File: src/rtl/lsor_consts.svh
// Purpose: Constants of the load sense outlet relay controller
// Assumes: 50 MHz system clock
// Notes: Times in their own unit, tick and delay cycle counts derived, threshold and init counts given directly
`ifndef LSOR_CONSTS_SVH
`define LSOR_CONSTS_SVH
`define LSOR_CLK_HZ 50000000
`define LSOR_TICK_MS 20
`define LSOR_TICK_CYC ((`LSOR_CLK_HZ / 1000) * `LSOR_TICK_MS)
`define LSOR_TIMEOUT_MS 200
`define LSOR_TIMEOUT_TICKS (`LSOR_TIMEOUT_MS / `LSOR_TICK_MS)
`define LSOR_DELAY_MS 100
`define LSOR_DELAY_CYC ((`LSOR_CLK_HZ / 1000) * `LSOR_DELAY_MS)
`define LSOR_THRESH_W 30
// Interval of the metering pulse at the threshold power, in cycles
`define LSOR_THRESH_CYC 500000
`define LSOR_INIT_CYC 16
`endif

File: src/rtl/lsor_pkg.sv
// Purpose: Types of the load sense outlet relay controller
// Assumes: Nothing
// Notes: Constants live in lsor_consts.svh
package lsor_pkg;
    typedef enum logic [1:0] {
        LSOR_INIT = 2'b00,
        LSOR_RUN = 2'b01
    } lsor_state_e;
    typedef logic [23:0] lsor_ivl_t;
endpackage : lsor_pkg

File: src/rtl/lsor_ctrl.sv
// Purpose: Master/slave outlet controller driven by a metering pulse train
// Assumes: Pulse input synchronous to i_clk
// Notes: Power compared in the interval domain
// Operation
// - Filtered load power is compared with a fixed 30 W threshold.
// - Power above threshold switches the slave relay drive on.
// - Power below threshold switches the slave relay drive off.
// - The slave relay drive changes only after the load decision held 100 ms.
// - Intervals between metering pulse rising edges are measured.
// - A periodic tick is produced every 20 ms.
// - 200 ms of ticks with no pulse sets the no-load timeout.
// - No load, load off or load under 30 W keeps the slave relay drive off.
// - The master relay drive turns on once initialisation ends.
// - The power estimate is a trimmed mean of several intervals.
// - Two independent relay drive outputs exist.
`include "lsor_consts.svh"
module lsor_ctrl
    import lsor_pkg::*;
#(
    parameter int DELAY_CYC = `LSOR_DELAY_CYC,
    parameter int TICK_CYC = `LSOR_TICK_CYC,
    parameter int THRESH_CYC = `LSOR_THRESH_CYC
) (
    // Clock and reset
    input wire logic i_clk,
    input wire logic i_rst_b,
    // Metering pulse
    input wire logic i_metering_pulse_input,
    // Relay drives and no-load flag
    output logic o_master_relay_drive,
    output logic o_slave_relay_drive,
    output logic o_no_load
);
    import lsor_pkg::*;

    // Delay and tick of one cycle would leave no room for the hold and spacing checks
    if (DELAY_CYC < 2 || TICK_CYC < 2 || THRESH_CYC < 1 || THRESH_CYC >= (1 << 24)) begin : g_bad_param
        $error("lsor_ctrl: bad parameter");
    end

    function automatic logic lsor_is_run(input lsor_state_e s);
        return s == LSOR_RUN;
    endfunction : lsor_is_run

    // =========================================
    // State and timers
    lsor_state_e st_r, st_nxt;
    logic [4:0] init_r, init_nxt;
    logic pin_r, pin_nxt;
    lsor_ivl_t ivl_r, ivl_nxt;
    logic [31:0] tick_cnt_r, tick_cnt_nxt;
    logic [3:0] ticks_r, ticks_nxt;
    logic nold_r, nold_nxt;
    logic load_r, load_nxt;
    logic [31:0] dly_r, dly_nxt;
    logic mst_r, mst_nxt;
    logic slv_r, slv_nxt;
    logic edge_p, tick_p, want, f_vld;
    lsor_ivl_t f_mean;

    assign edge_p = i_metering_pulse_input && !pin_r && lsor_is_run(st_r);
    assign tick_p = lsor_is_run(st_r) && (tick_cnt_r == 32'(TICK_CYC - 1));
    // Slave wanted only with pulses present and power over threshold
    assign want = load_r && !nold_r;

    lsor_trim_mean #(.W(24)) u_filt (
        .i_clk(i_clk),
        .i_rst_b(i_rst_b),
        .i_clr(st_r == LSOR_INIT),
        .i_vld(edge_p),
        .i_smp(ivl_r),
        .o_vld(f_vld),
        .o_mean(f_mean)
    );

    always_comb begin
        st_nxt = st_r;
        init_nxt = init_r;
        pin_nxt = i_metering_pulse_input;
        ivl_nxt = ivl_r;
        tick_cnt_nxt = tick_cnt_r;
        ticks_nxt = ticks_r;
        nold_nxt = nold_r;
        load_nxt = load_r;
        dly_nxt = dly_r;
        mst_nxt = mst_r;
        slv_nxt = slv_r;
        unique case (st_r)
            LSOR_INIT: begin
                if (init_r == 5'(`LSOR_INIT_CYC - 1)) begin
                    st_nxt = LSOR_RUN;
                    mst_nxt = 1'b1;
                end else begin
                    init_nxt = init_r + 5'h1;
                end
            end
            LSOR_RUN: begin
                // Interval counter saturates
                if (edge_p) begin
                    ivl_nxt = 24'h000001;
                end else if (ivl_r != 24'hFFFFFF) begin
                    ivl_nxt = ivl_r + 24'h000001;
                end
                tick_cnt_nxt = tick_p ? 32'h0 : tick_cnt_r + 32'h1;
                if (edge_p) begin
                    ticks_nxt = 4'h0;
                    nold_nxt = 1'b0;
                end else if (tick_p) begin
                    if (ticks_r == 4'(`LSOR_TIMEOUT_TICKS - 1)) begin
                        nold_nxt = 1'b1;
                    end else begin
                        ticks_nxt = ticks_r + 4'h1;
                    end
                end
                if (f_vld) begin
                    load_nxt = (f_mean < 24'(THRESH_CYC));
                end
                if (nold_r) begin
                    load_nxt = 1'b0;
                end
                // Decision must hold for the full delay before the drive moves
                if (want == slv_r) begin
                    dly_nxt = 32'h0;
                end else if (dly_r == 32'(DELAY_CYC - 1)) begin
                    dly_nxt = 32'h0;
                    slv_nxt = want;
                end else begin
                    dly_nxt = dly_r + 32'h1;
                end
            end
            default: begin
                st_nxt = LSOR_INIT;
                init_nxt = 5'h0;
                mst_nxt = 1'b0;
                slv_nxt = 1'b0;
            end
        endcase
    end

    always_ff @(posedge i_clk or negedge i_rst_b) begin
        if (!i_rst_b) begin
            st_r <= LSOR_INIT;
            init_r <= 5'h0;
            pin_r <= 1'b0;
            ivl_r <= 24'h000000;
            tick_cnt_r <= 32'h0;
            ticks_r <= 4'h0;
            nold_r <= 1'b0;
            load_r <= 1'b0;
            dly_r <= 32'h0;
            mst_r <= 1'b0;
            slv_r <= 1'b0;
        end else begin
            st_r <= st_nxt;
            init_r <= init_nxt;
            pin_r <= pin_nxt;
            ivl_r <= ivl_nxt;
            tick_cnt_r <= tick_cnt_nxt;
            ticks_r <= ticks_nxt;
            nold_r <= nold_nxt;
            load_r <= load_nxt;
            dly_r <= dly_nxt;
            mst_r <= mst_nxt;
            slv_r <= slv_nxt;
        end
    end

    // Two separate relay drives
    assign o_master_relay_drive = mst_r;
    assign o_slave_relay_drive = slv_r;
    assign o_no_load = nold_r;

    // =========================================
    // Assertions
    property p_slv_hold;
        @(posedge i_clk) disable iff (!i_rst_b)
        (slv_r != want) && (dly_r == 32'h0) |=> (slv_r == $past(slv_r));
    endproperty
    a_slv_hold: assert property (p_slv_hold) else $error("slave drive moved early");

    property p_slv_on;
        @(posedge i_clk) disable iff (!i_rst_b)
        $rose(slv_r) |-> $past(want) && $past(dly_r) == 32'(DELAY_CYC - 1);
    endproperty
    a_slv_on: assert property (p_slv_on) else $error("slave on without delay");

    property p_slv_off;
        @(posedge i_clk) disable iff (!i_rst_b)
        $fell(slv_r) |-> !$past(want);
    endproperty
    a_slv_off: assert property (p_slv_off) else $error("slave off without cause");

    property p_noload;
        @(posedge i_clk) disable iff (!i_rst_b)
        nold_r |-> !load_r || $past(!nold_r);
    endproperty
    a_noload: assert property (p_noload) else $error("load kept under timeout");

    property p_thresh;
        @(posedge i_clk) disable iff (!i_rst_b)
        f_vld && !nold_r |=> (load_r == ($past(f_mean) < 24'(THRESH_CYC)));
    endproperty
    a_thresh: assert property (p_thresh) else $error("threshold compare wrong");

    property p_tick;
        @(posedge i_clk) disable iff (!i_rst_b)
        tick_p |=> !tick_p;
    endproperty
    a_tick: assert property (p_tick) else $error("tick too close");

    property p_timeout;
        @(posedge i_clk) disable iff (!i_rst_b)
        $rose(nold_r) |-> $past(tick_p) && $past(ticks_r) == 4'(`LSOR_TIMEOUT_TICKS - 1);
    endproperty
    a_timeout: assert property (p_timeout) else $error("timeout at wrong time");

    property p_master;
        @(posedge i_clk) disable iff (!i_rst_b)
        (st_r == LSOR_RUN) |-> mst_r;
    endproperty
    a_master: assert property (p_master) else $error("master off while running");

    property p_init;
        @(posedge i_clk) disable iff (!i_rst_b)
        (st_r == LSOR_INIT) |-> !mst_r && !slv_r && !nold_r;
    endproperty
    a_init: assert property (p_init) else $error("relay on during init");

    c_slv_on: cover property (@(posedge i_clk) disable iff (!i_rst_b) $rose(slv_r));
    c_slv_off: cover property (@(posedge i_clk) disable iff (!i_rst_b) $fell(slv_r));
    c_noload: cover property (@(posedge i_clk) disable iff (!i_rst_b) $rose(nold_r));
endmodule : lsor_ctrl

File: src/rtl/lsor_trim_mean.sv
// Purpose: Trimmed mean of four interval samples
// Assumes: One sample per i_vld pulse
// Notes: Drops largest and smallest, averages the middle two
module lsor_trim_mean
    import lsor_pkg::*;
#(
    parameter int W = 24
) (
    // Clock and reset
    input wire logic i_clk,
    input wire logic i_rst_b,
    // Samples
    input wire logic i_clr,
    input wire logic i_vld,
    input wire logic [W-1:0] i_smp,
    // Result
    output logic o_vld,
    output logic [W-1:0] o_mean
);
    if (W < 2) begin : g_bad_width
        $error("lsor_trim_mean: bad width");
    end

    // =========================================
    // Sample window
    logic [W-1:0] win_r [4];
    logic [W-1:0] win_nxt [4];
    logic [2:0] cnt_r, cnt_nxt;
    logic vld_r, vld_nxt;
    logic [W-1:0] mean_r, mean_nxt;
    logic [W+1:0] sum;
    logic [W-1:0] mx, mn;

    always_comb begin
        sum = '0;
        mx = win_r[0];
        mn = win_r[0];
        for (int k = 0; k < 4; k++) begin
            sum = sum + (W+2)'(win_r[k]);
            if (win_r[k] > mx) begin
                mx = win_r[k];
            end
            if (win_r[k] < mn) begin
                mn = win_r[k];
            end
        end
        sum = sum - (W+2)'(mx) - (W+2)'(mn);
        win_nxt = win_r;
        cnt_nxt = cnt_r;
        vld_nxt = 1'b0;
        mean_nxt = mean_r;
        if (i_clr) begin
            cnt_nxt = '0;
        end else if (i_vld) begin
            win_nxt[0] = i_smp;
            for (int k = 1; k < 4; k++) begin
                win_nxt[k] = win_r[k-1];
            end
            if (cnt_r < 3'h4) begin
                cnt_nxt = cnt_r + 3'h1;
            end
        end else if (cnt_r == 3'h4) begin
            vld_nxt = 1'b1;
            mean_nxt = sum[W:1];
        end
    end

    always_ff @(posedge i_clk or negedge i_rst_b) begin
        if (!i_rst_b) begin
            for (int k = 0; k < 4; k++) begin
                win_r[k] <= '0;
            end
            cnt_r <= '0;
            vld_r <= 1'b0;
            mean_r <= '0;
        end else begin
            win_r <= win_nxt;
            cnt_r <= cnt_nxt;
            vld_r <= vld_nxt;
            mean_r <= mean_nxt;
        end
    end

    assign o_vld = vld_r;
    assign o_mean = mean_r;
endmodule : lsor_trim_mean

File: config.mk
export PLATFORM = sky130hd
export DESIGN_NAME = lsor_ctrl
export DESIGN_NICKNAME = d
export VERILOG_FILES = /design/src/rtl/lsor_pkg.sv /design/src/rtl/lsor_ctrl.sv /design/src/rtl/lsor_trim_mean.sv
export VERILOG_INCLUDE_DIRS = /design/src /design/src/rtl
export SDC_FILE = /design/constraint.sdc
export NUM_CORES = 1
export LEC_CHECK = 0
export ABC_AREA = 1
export CAP_MARGIN = 20
export CORE_MARGIN = 2
export CORE_UTILIZATION = 55
export CTS_CLUSTER_SIZE = 14
export DETAILED_ROUTE_END_ITERATION = 7
export DONT_BUFFER_PORTS = 1
export GPL_TIMING_DRIVEN = 0
export PLACE_DENSITY_LB_ADDON = 0.3
export SLEW_MARGIN = 10
export SYNTH_ARGS = -nofsm -noshare
export SYNTH_HDL_FRONTEND = slang
export SYNTH_SLANG_ARGS = --single-unit
export TNS_END_PERCENT = 1
File: constraint.sdc
create_clock -name i_clk -period 14.73 [get_ports i_clk]
set_input_delay 3.6825 -clock i_clk [delete_from_list [all_inputs] [get_ports i_clk]]
set_output_delay 3.6825 -clock i_clk [all_outputs]
set_load 0.005 [all_outputs]
## Word level (Yosys, flattened, before mapping)

Cells that the tools add are included.

- Add/sub/neg operators: 11
- Multipliers: 0
- Div/mod/pow operators: 0
- Order comparisons: 8
- Eq/ne operators: 13
- Shift-type cells: 0
- Muxes and demuxes: 34
- Bitwise gates (word level): 3
- Reductions and logical operators: 23

Operator list:

| operator | count |
|---|---|
| 2-to-1 mux 24 bit | 8 |
| 2-to-1 mux 32 bit | 3 |
| > comparator 24 bit | 3 |
| < comparator 24 bit | 3 |
| adder 32 x 1 -> 32 bit (second input constant) | 2 |
| adder 25 x 24 -> 25 bit | 2 |
| subtractor 25 x 24 -> 25 bit | 2 |
| == test 32 x 20 -> 1 bit (second input constant) | 1 |
| == test 32 x 23 -> 1 bit (second input constant) | 1 |
| adder 24 x 24 -> 25 bit | 1 |
| adder 24 x 1 -> 24 bit (second input constant) | 1 |
| < comparator 24 x 19 -> 1 bit (second input constant) | 1 |
| inequality test 24 bit (second input constant) | 1 |
| 2-to-1 mux 4 bit | 3 |
| AND reduction 2 bit | 6 |
| AND reduction 3 bit | 4 |
| nonzero test 2 bit | 6 |
| 2-to-1 mux 1 bit | 11 |
| case mux 5 bit (2 select lines) | 1 |
| 2-to-1 mux 3 bit | 3 |
| inequality test 2 bit (second input constant) | 4 |
| adder 5 x 1 -> 5 bit (second input constant) | 1 |
| == test 5 x 4 -> 1 bit (second input constant) | 1 |
| 2-to-1 mux 5 bit | 1 |
| other kinds (15) | 22 |

- Register bits after elaboration: 228
- Latch bits: 0
- Bits in writable memories: 0
- Bits in read-only memories: 0
- Bits of input ports: 3
- Output and inout port bits: 3
- Word-level logic and storage cells: 110
- Memories: 0

## Longest topological paths before layout

- Depth after elaboration: 8
- Gate-level depth with buffers: 61
- Mapped depth without buffers: 57

## Hierarchy

Synthesis repeated with hierarchy kept, for this count alone.

- Cell total of the unflattened synthesis: 2568
- Area, all modules: 18925.7 um^2

Modules (own cells, without submodules):

| module | instances | cells an instance | area an instance (um^2) | seq. area each (um^2) |
|---|---|---|---|---|
| lsor_trim_mean | 1 | 1563 | 12171.7 | 3103.0 |
| lsor_ctrl | 1 | 1005 | 6754.0 | 2552.4 |

## Least setup slack after synthesis

OpenSTA, ideal clock, no wires.

- Kind: reg2reg
- From: register u_filt.win_r[63] in the netlist's numbering
- To: register u_filt.mean_r[16] (netlist: u_filt.o_mean[16])
- Setup time: 0.118 ns
- Data arrival time: 8.413 ns
- Data required time: 14.612 ns
- Path slack: 6.199 ns
- Cell stages (with the launch flop): 53
- Path buffers: 5
- Period minus slack after synthesis: 8.531 ns
- Cell sequence: dfrtp_1 ha_1 a21o_1 nor2_1 nand2_1 nand2_1 nand3_2 nand2_1 clkbuf_1 clkbuf_1 o21ai_0 ha_1 nand4_1 nor3_1 nand4_1 nor4_1 a21oi_1 nand2_1 (+17 left out) inv_1 fa_1 fa_1 inv_1 ha_1 nand2_1 o41ai_1 a21o_1 a21oi_1 or2_2 nand2_1 nand2_1 nand2_1 nand3_1 nand2_1 nand2_1 nand3_1 nand2_1

- Word-level cells in the longest chain between the ends: 8
- Elaborated cells on any way between the ends: 17
- Classes of those cells: add/sub: 5; order compare: 6; mux: 6

Ends and longest elaborated chain:

| item | line | source |
|---|---|---|
| start: declaration | lsor_trim_mean.sv:26 | `logic [W-1:0] win_r [4];` |
| start signal: assignment | lsor_trim_mean.sv:77 | `win_r <= win_nxt;` |
| > comparator 24 bit | lsor_trim_mean.sv:40 | `if (win_r[k] > mx) begin` |
| 2-to-1 mux 24 bit | lsor_trim_mean.sv:40 |  |
| > comparator 24 bit | lsor_trim_mean.sv:40 |  |
| 2-to-1 mux 24 bit | lsor_trim_mean.sv:40 |  |
| > comparator 24 bit | lsor_trim_mean.sv:40 |  |
| 2-to-1 mux 24 bit | lsor_trim_mean.sv:40 |  |
| subtractor 25 x 24 -> 25 bit | lsor_trim_mean.sv:47 | `sum = sum - (W+2)'(mx) - (W+2)'(mn);` |
| subtractor 25 x 24 -> 25 bit (*) | lsor_trim_mean.sv:47 |  |
| end signal: assignment | lsor_trim_mean.sv:80 | `mean_r <= mean_nxt;` |
| end: declaration | lsor_trim_mean.sv:30 | `logic [W-1:0] mean_r, mean_nxt;` |

Every way passes the cells marked *; elsewhere a longest branch is shown, timed or not.
A chain may end at the register's enable or synchronous reset.

## Worst setup path after layout

- From: register u_filt.win_r[95] in the netlist's numbering
- To: register u_filt.mean_r[16] (netlist: u_filt.o_mean[16])

The elaborated chain is that of the path after synthesis.

==> results.ini <==
[global_routing]
grt_pass1_wl_um = 77400
grt-ovfl-total = 0
grt_util_all_layers_pct = 29.0
grt_pass1_vias = 15400
grt_start_max_net_pins = 222
antenna_found_initial = 0

[synth]
netlist_area_um2 = 17500
yosysUniqueCellTypes = 58
syn-instance-count = 2253
ys_ff_latch = 221
yosysSeqAreaShare_pct = 31.6
synth.top_cells.by_area = dfrtp_1 32%, nand2_1 12%, fa_1 11%, ha_1 11%, inv_1 7.4%
avgSynthCellArea_um2 = 7.77
synthFlopType = dfrtp_1
async_reset_ff_share_pct = 100
synth_top_cell_area_share_pct = 31.6
synth_warnings = 0
synth_fp_nets = 2499
synth_edf_count = 0
yosysTopAreaCell = dfrtp_1

[clock_network]
numCtsBuffers = 27
cts_resized = 0
cts.clk_slew.worst_paths_ns = 0.06
post_cts_buffers = 0
cts_tree = done
clk_latency_ns = 0.56
cts_hold_buf = 0
cts.sinks = 221
ctsHtreeMaxLevel = 1
cts_root_buffer = clkbuf_16
cts_buffer_depth = 3

[sta]
min_period_over_period_pct = 78.8
max_freq_mhz = 86.1
setup_viol = 0
fin_crit_ns = 11.61
tightest_slew_ns = 1.05
final_max_slew_viol_count = 0
hold_viol = 0
skew_ns = 0.0108
slew_headroom_pct = 30.3
rsz0062_at_grt = no
tns_ns = 0

[min_path]
min_from = u_filt.o_mean[12]$_DFFE_PN0P_
min_path_type = reg2reg
holdPathStages = 2
holdPathEnd = u_filt.o_mean[12]$_DFFE_PN0P_

[worst_setup_path]
cpMostUsedCell = nand2_1
worst_ep_arrival_time_ns = 12.11
critPathLaunchType = register
slowest_stage = o41ai_1
r2r_end = u_filt.o_mean[16]$_DFFE_PN0P_
critPathCaptureType = register
r2r_start = u_filt.win_r[95]$_DFFE_PN0P_
worstPathMaxFanout = 10
critPathKind = reg2reg
critical_path_required_ns = 15.22
reg2regPathDepth = 48
reg2reg_slack_ns = 3.12
slowest_delay_ns = 0.82

[final_layout]
syn_to_final_growth_pct = 8.03
drive_above_1_share_pct = 3.91
antenna_cells = 0
fill_cells = 2826
fin_nets = 2528

[floorplanning]
pin_count = 6
dieArea_um2 = 33300
die_width_um = 182
fp-row-count = 65
core_area_um2 = 31500
die_h_um = 182
start_util_pct = 55.6

[placed_design]
gp_congestion = 0.959
hpwlAfterDp_um = 36700
portBuffers = 0

[drt]
via_per_inst = 5.70
drtIter0Drc = 1300
wirelength_um = 46900
wire_per_inst_um = 17.3
ant_nets = 0
dr.pass1.iters = 7
drc = 0
vias = 15400

[status]
status = finished, final reports clean

[job]
maxCapViolations = 0

[metal layers]
layer	up-vias	global-route usage (%)	wire, µm
met5	-	0	0
met4	0	9.84	1620
met3	89	5.19	3770
met2	591	45.9	20800
met1	7293	40.6	20700
li1	7453	-	-
[cell usage after synthesis, types with 43 or more instances]
master    instances
nor3_1           43
ha_1            149
clkbuf_1         54
inv_1           345
nand3_1          80
fa_1             94
nand2_1         553
o21ai_0         243
dfrtp_1         221
nand4_1          45
a21oi_1         108
nor2_1          103
[per-stage QoR]
stage | utilization, % | cells | setup WS, ns | area [µm²] | hold slack [ns]
5_1_grt | 60.1 | 2704 | 2.44 | 18900 | 0.505
3_5_place_dp | 57.2 | 2655 | 3.46 | 18000 | 0.463
4_1_cts | 60.1 | 2704 | 3.33 | 18900 | 0.478
2_1_floorplan | - | 2253 | 6.20 | 17500 | 0.438
3_3_place_gp | 57.2 | 2655 | 3.59 | 18000 | 0.454
6_report | 60.1 | 2704 | 3.12 | 18900 | 0.477
[state kept, by name, indices dropped and copies added, names as in the netlist, 3 cells and up]
| signal | cells |
|---|---|
| dly_r | 32 |
| init_r | 5 |
| ivl_r | 24 |
| tick_cnt_r | 32 |
| ticks_r | 4 |
| u_filt.cnt_r | 3 |
| u_filt.o_mean | 19 |
| u_filt.win_r | 96 |
[logic make-up after synthesis]
| logic type | share of synthesized area [%] |
|---|---|
| compound gates | 14.0 |
| xor+xnor | 2.00 |
| fa+ha+maj | 21.4 |
| buf+inv | 8.92 |
| flops | 31.6 |
| mux | 0.0572 |
| simple gates | 22.0 |
[cell type report]
class / count / area [µm²] / area share (%)
Multi-Input combinational cell: 1621 / 10400 / 55.1
Sequential cell: 221 / 5530 / 29.2
Inverter: 346 / 1300 / 6.87
Clock buffer: 34 / 722 / 3.82
Tap cell: 402 / 503 / 2.66
Buffer: 65 / 263 / 1.39
Clock inverter: 15 / 181 / 0.959
[worst max-delay path, delay by kind of cell, from the launching register on]
kind	cells	cell delay (ns)
adder cells (fa/ha/maj)	7	2.91
flip-flops	1	0.39
AO/OA/AOI/OAI	13	3.10
buffers and inverters	7	1.94
AND/OR/NAND/NOR	21	3.21
[cells in the final DEF (no fill, tap or decap), types with 3 or more instances in the layout]
cell type  count
o221ai_1       8
xor2_1        28
buf_4          3
o211ai_1       6
o21ai_1       18
and3_1         3
and2_1         3
nand3_1       80
buf_2          6
xnor2_1       12
a22oi_1        3
ha_1         149
nor2_1       103
clkinv_4       3
bufinv_16      3
clkbuf_16     27
nor4_2         3
nor3_1        43
nor2_2         5
a21oi_1      108
dfrtp_1      221
nor2_4         4
clkbuf_1      59
a211oi_1      13
fa_1          94
o21ai_0      243
or2_2          9
a21o_1         4
o22ai_1        7
nand2_2        9
nor4_1        21
a31oi_1        7
clkinv_2       6
nand2_1      553
o21a_1         6
nand4_1       45
inv_1        345
o32ai_1        9
[worst max path at each step]
stage,slack (ns),startpoint,endpoint,depth (start not counted)
6_report,3.12,u_filt.win_r[95]$_DFFE_PN0P_,u_filt.o_mean[16]$_DFFE_PN0P_,48
5_1_grt,2.44,u_filt.win_r[91]$_DFFE_PN0P_,u_filt.o_mean[16]$_DFFE_PN0P_,50
4_1_cts,3.33,u_filt.win_r[95]$_DFFE_PN0P_,u_filt.o_mean[16]$_DFFE_PN0P_,48
3_5_place_dp,3.46,u_filt.win_r[95]$_DFFE_PN0P_,u_filt.o_mean[16]$_DFFE_PN0P_,48
3_3_place_gp,3.59,u_filt.win_r[71]$_DFFE_PN0P_,u_filt.o_mean[16]$_DFFE_PN0P_,47
2_1_floorplan,6.20,u_filt.win_r[63]$_DFFE_PN0P_,u_filt.o_mean[16]$_DFFE_PN0P_,52
Power is left out: the tool's default activity adds up to more than one toggle a clock period on the data nets, which glitch-free logic cannot reach.
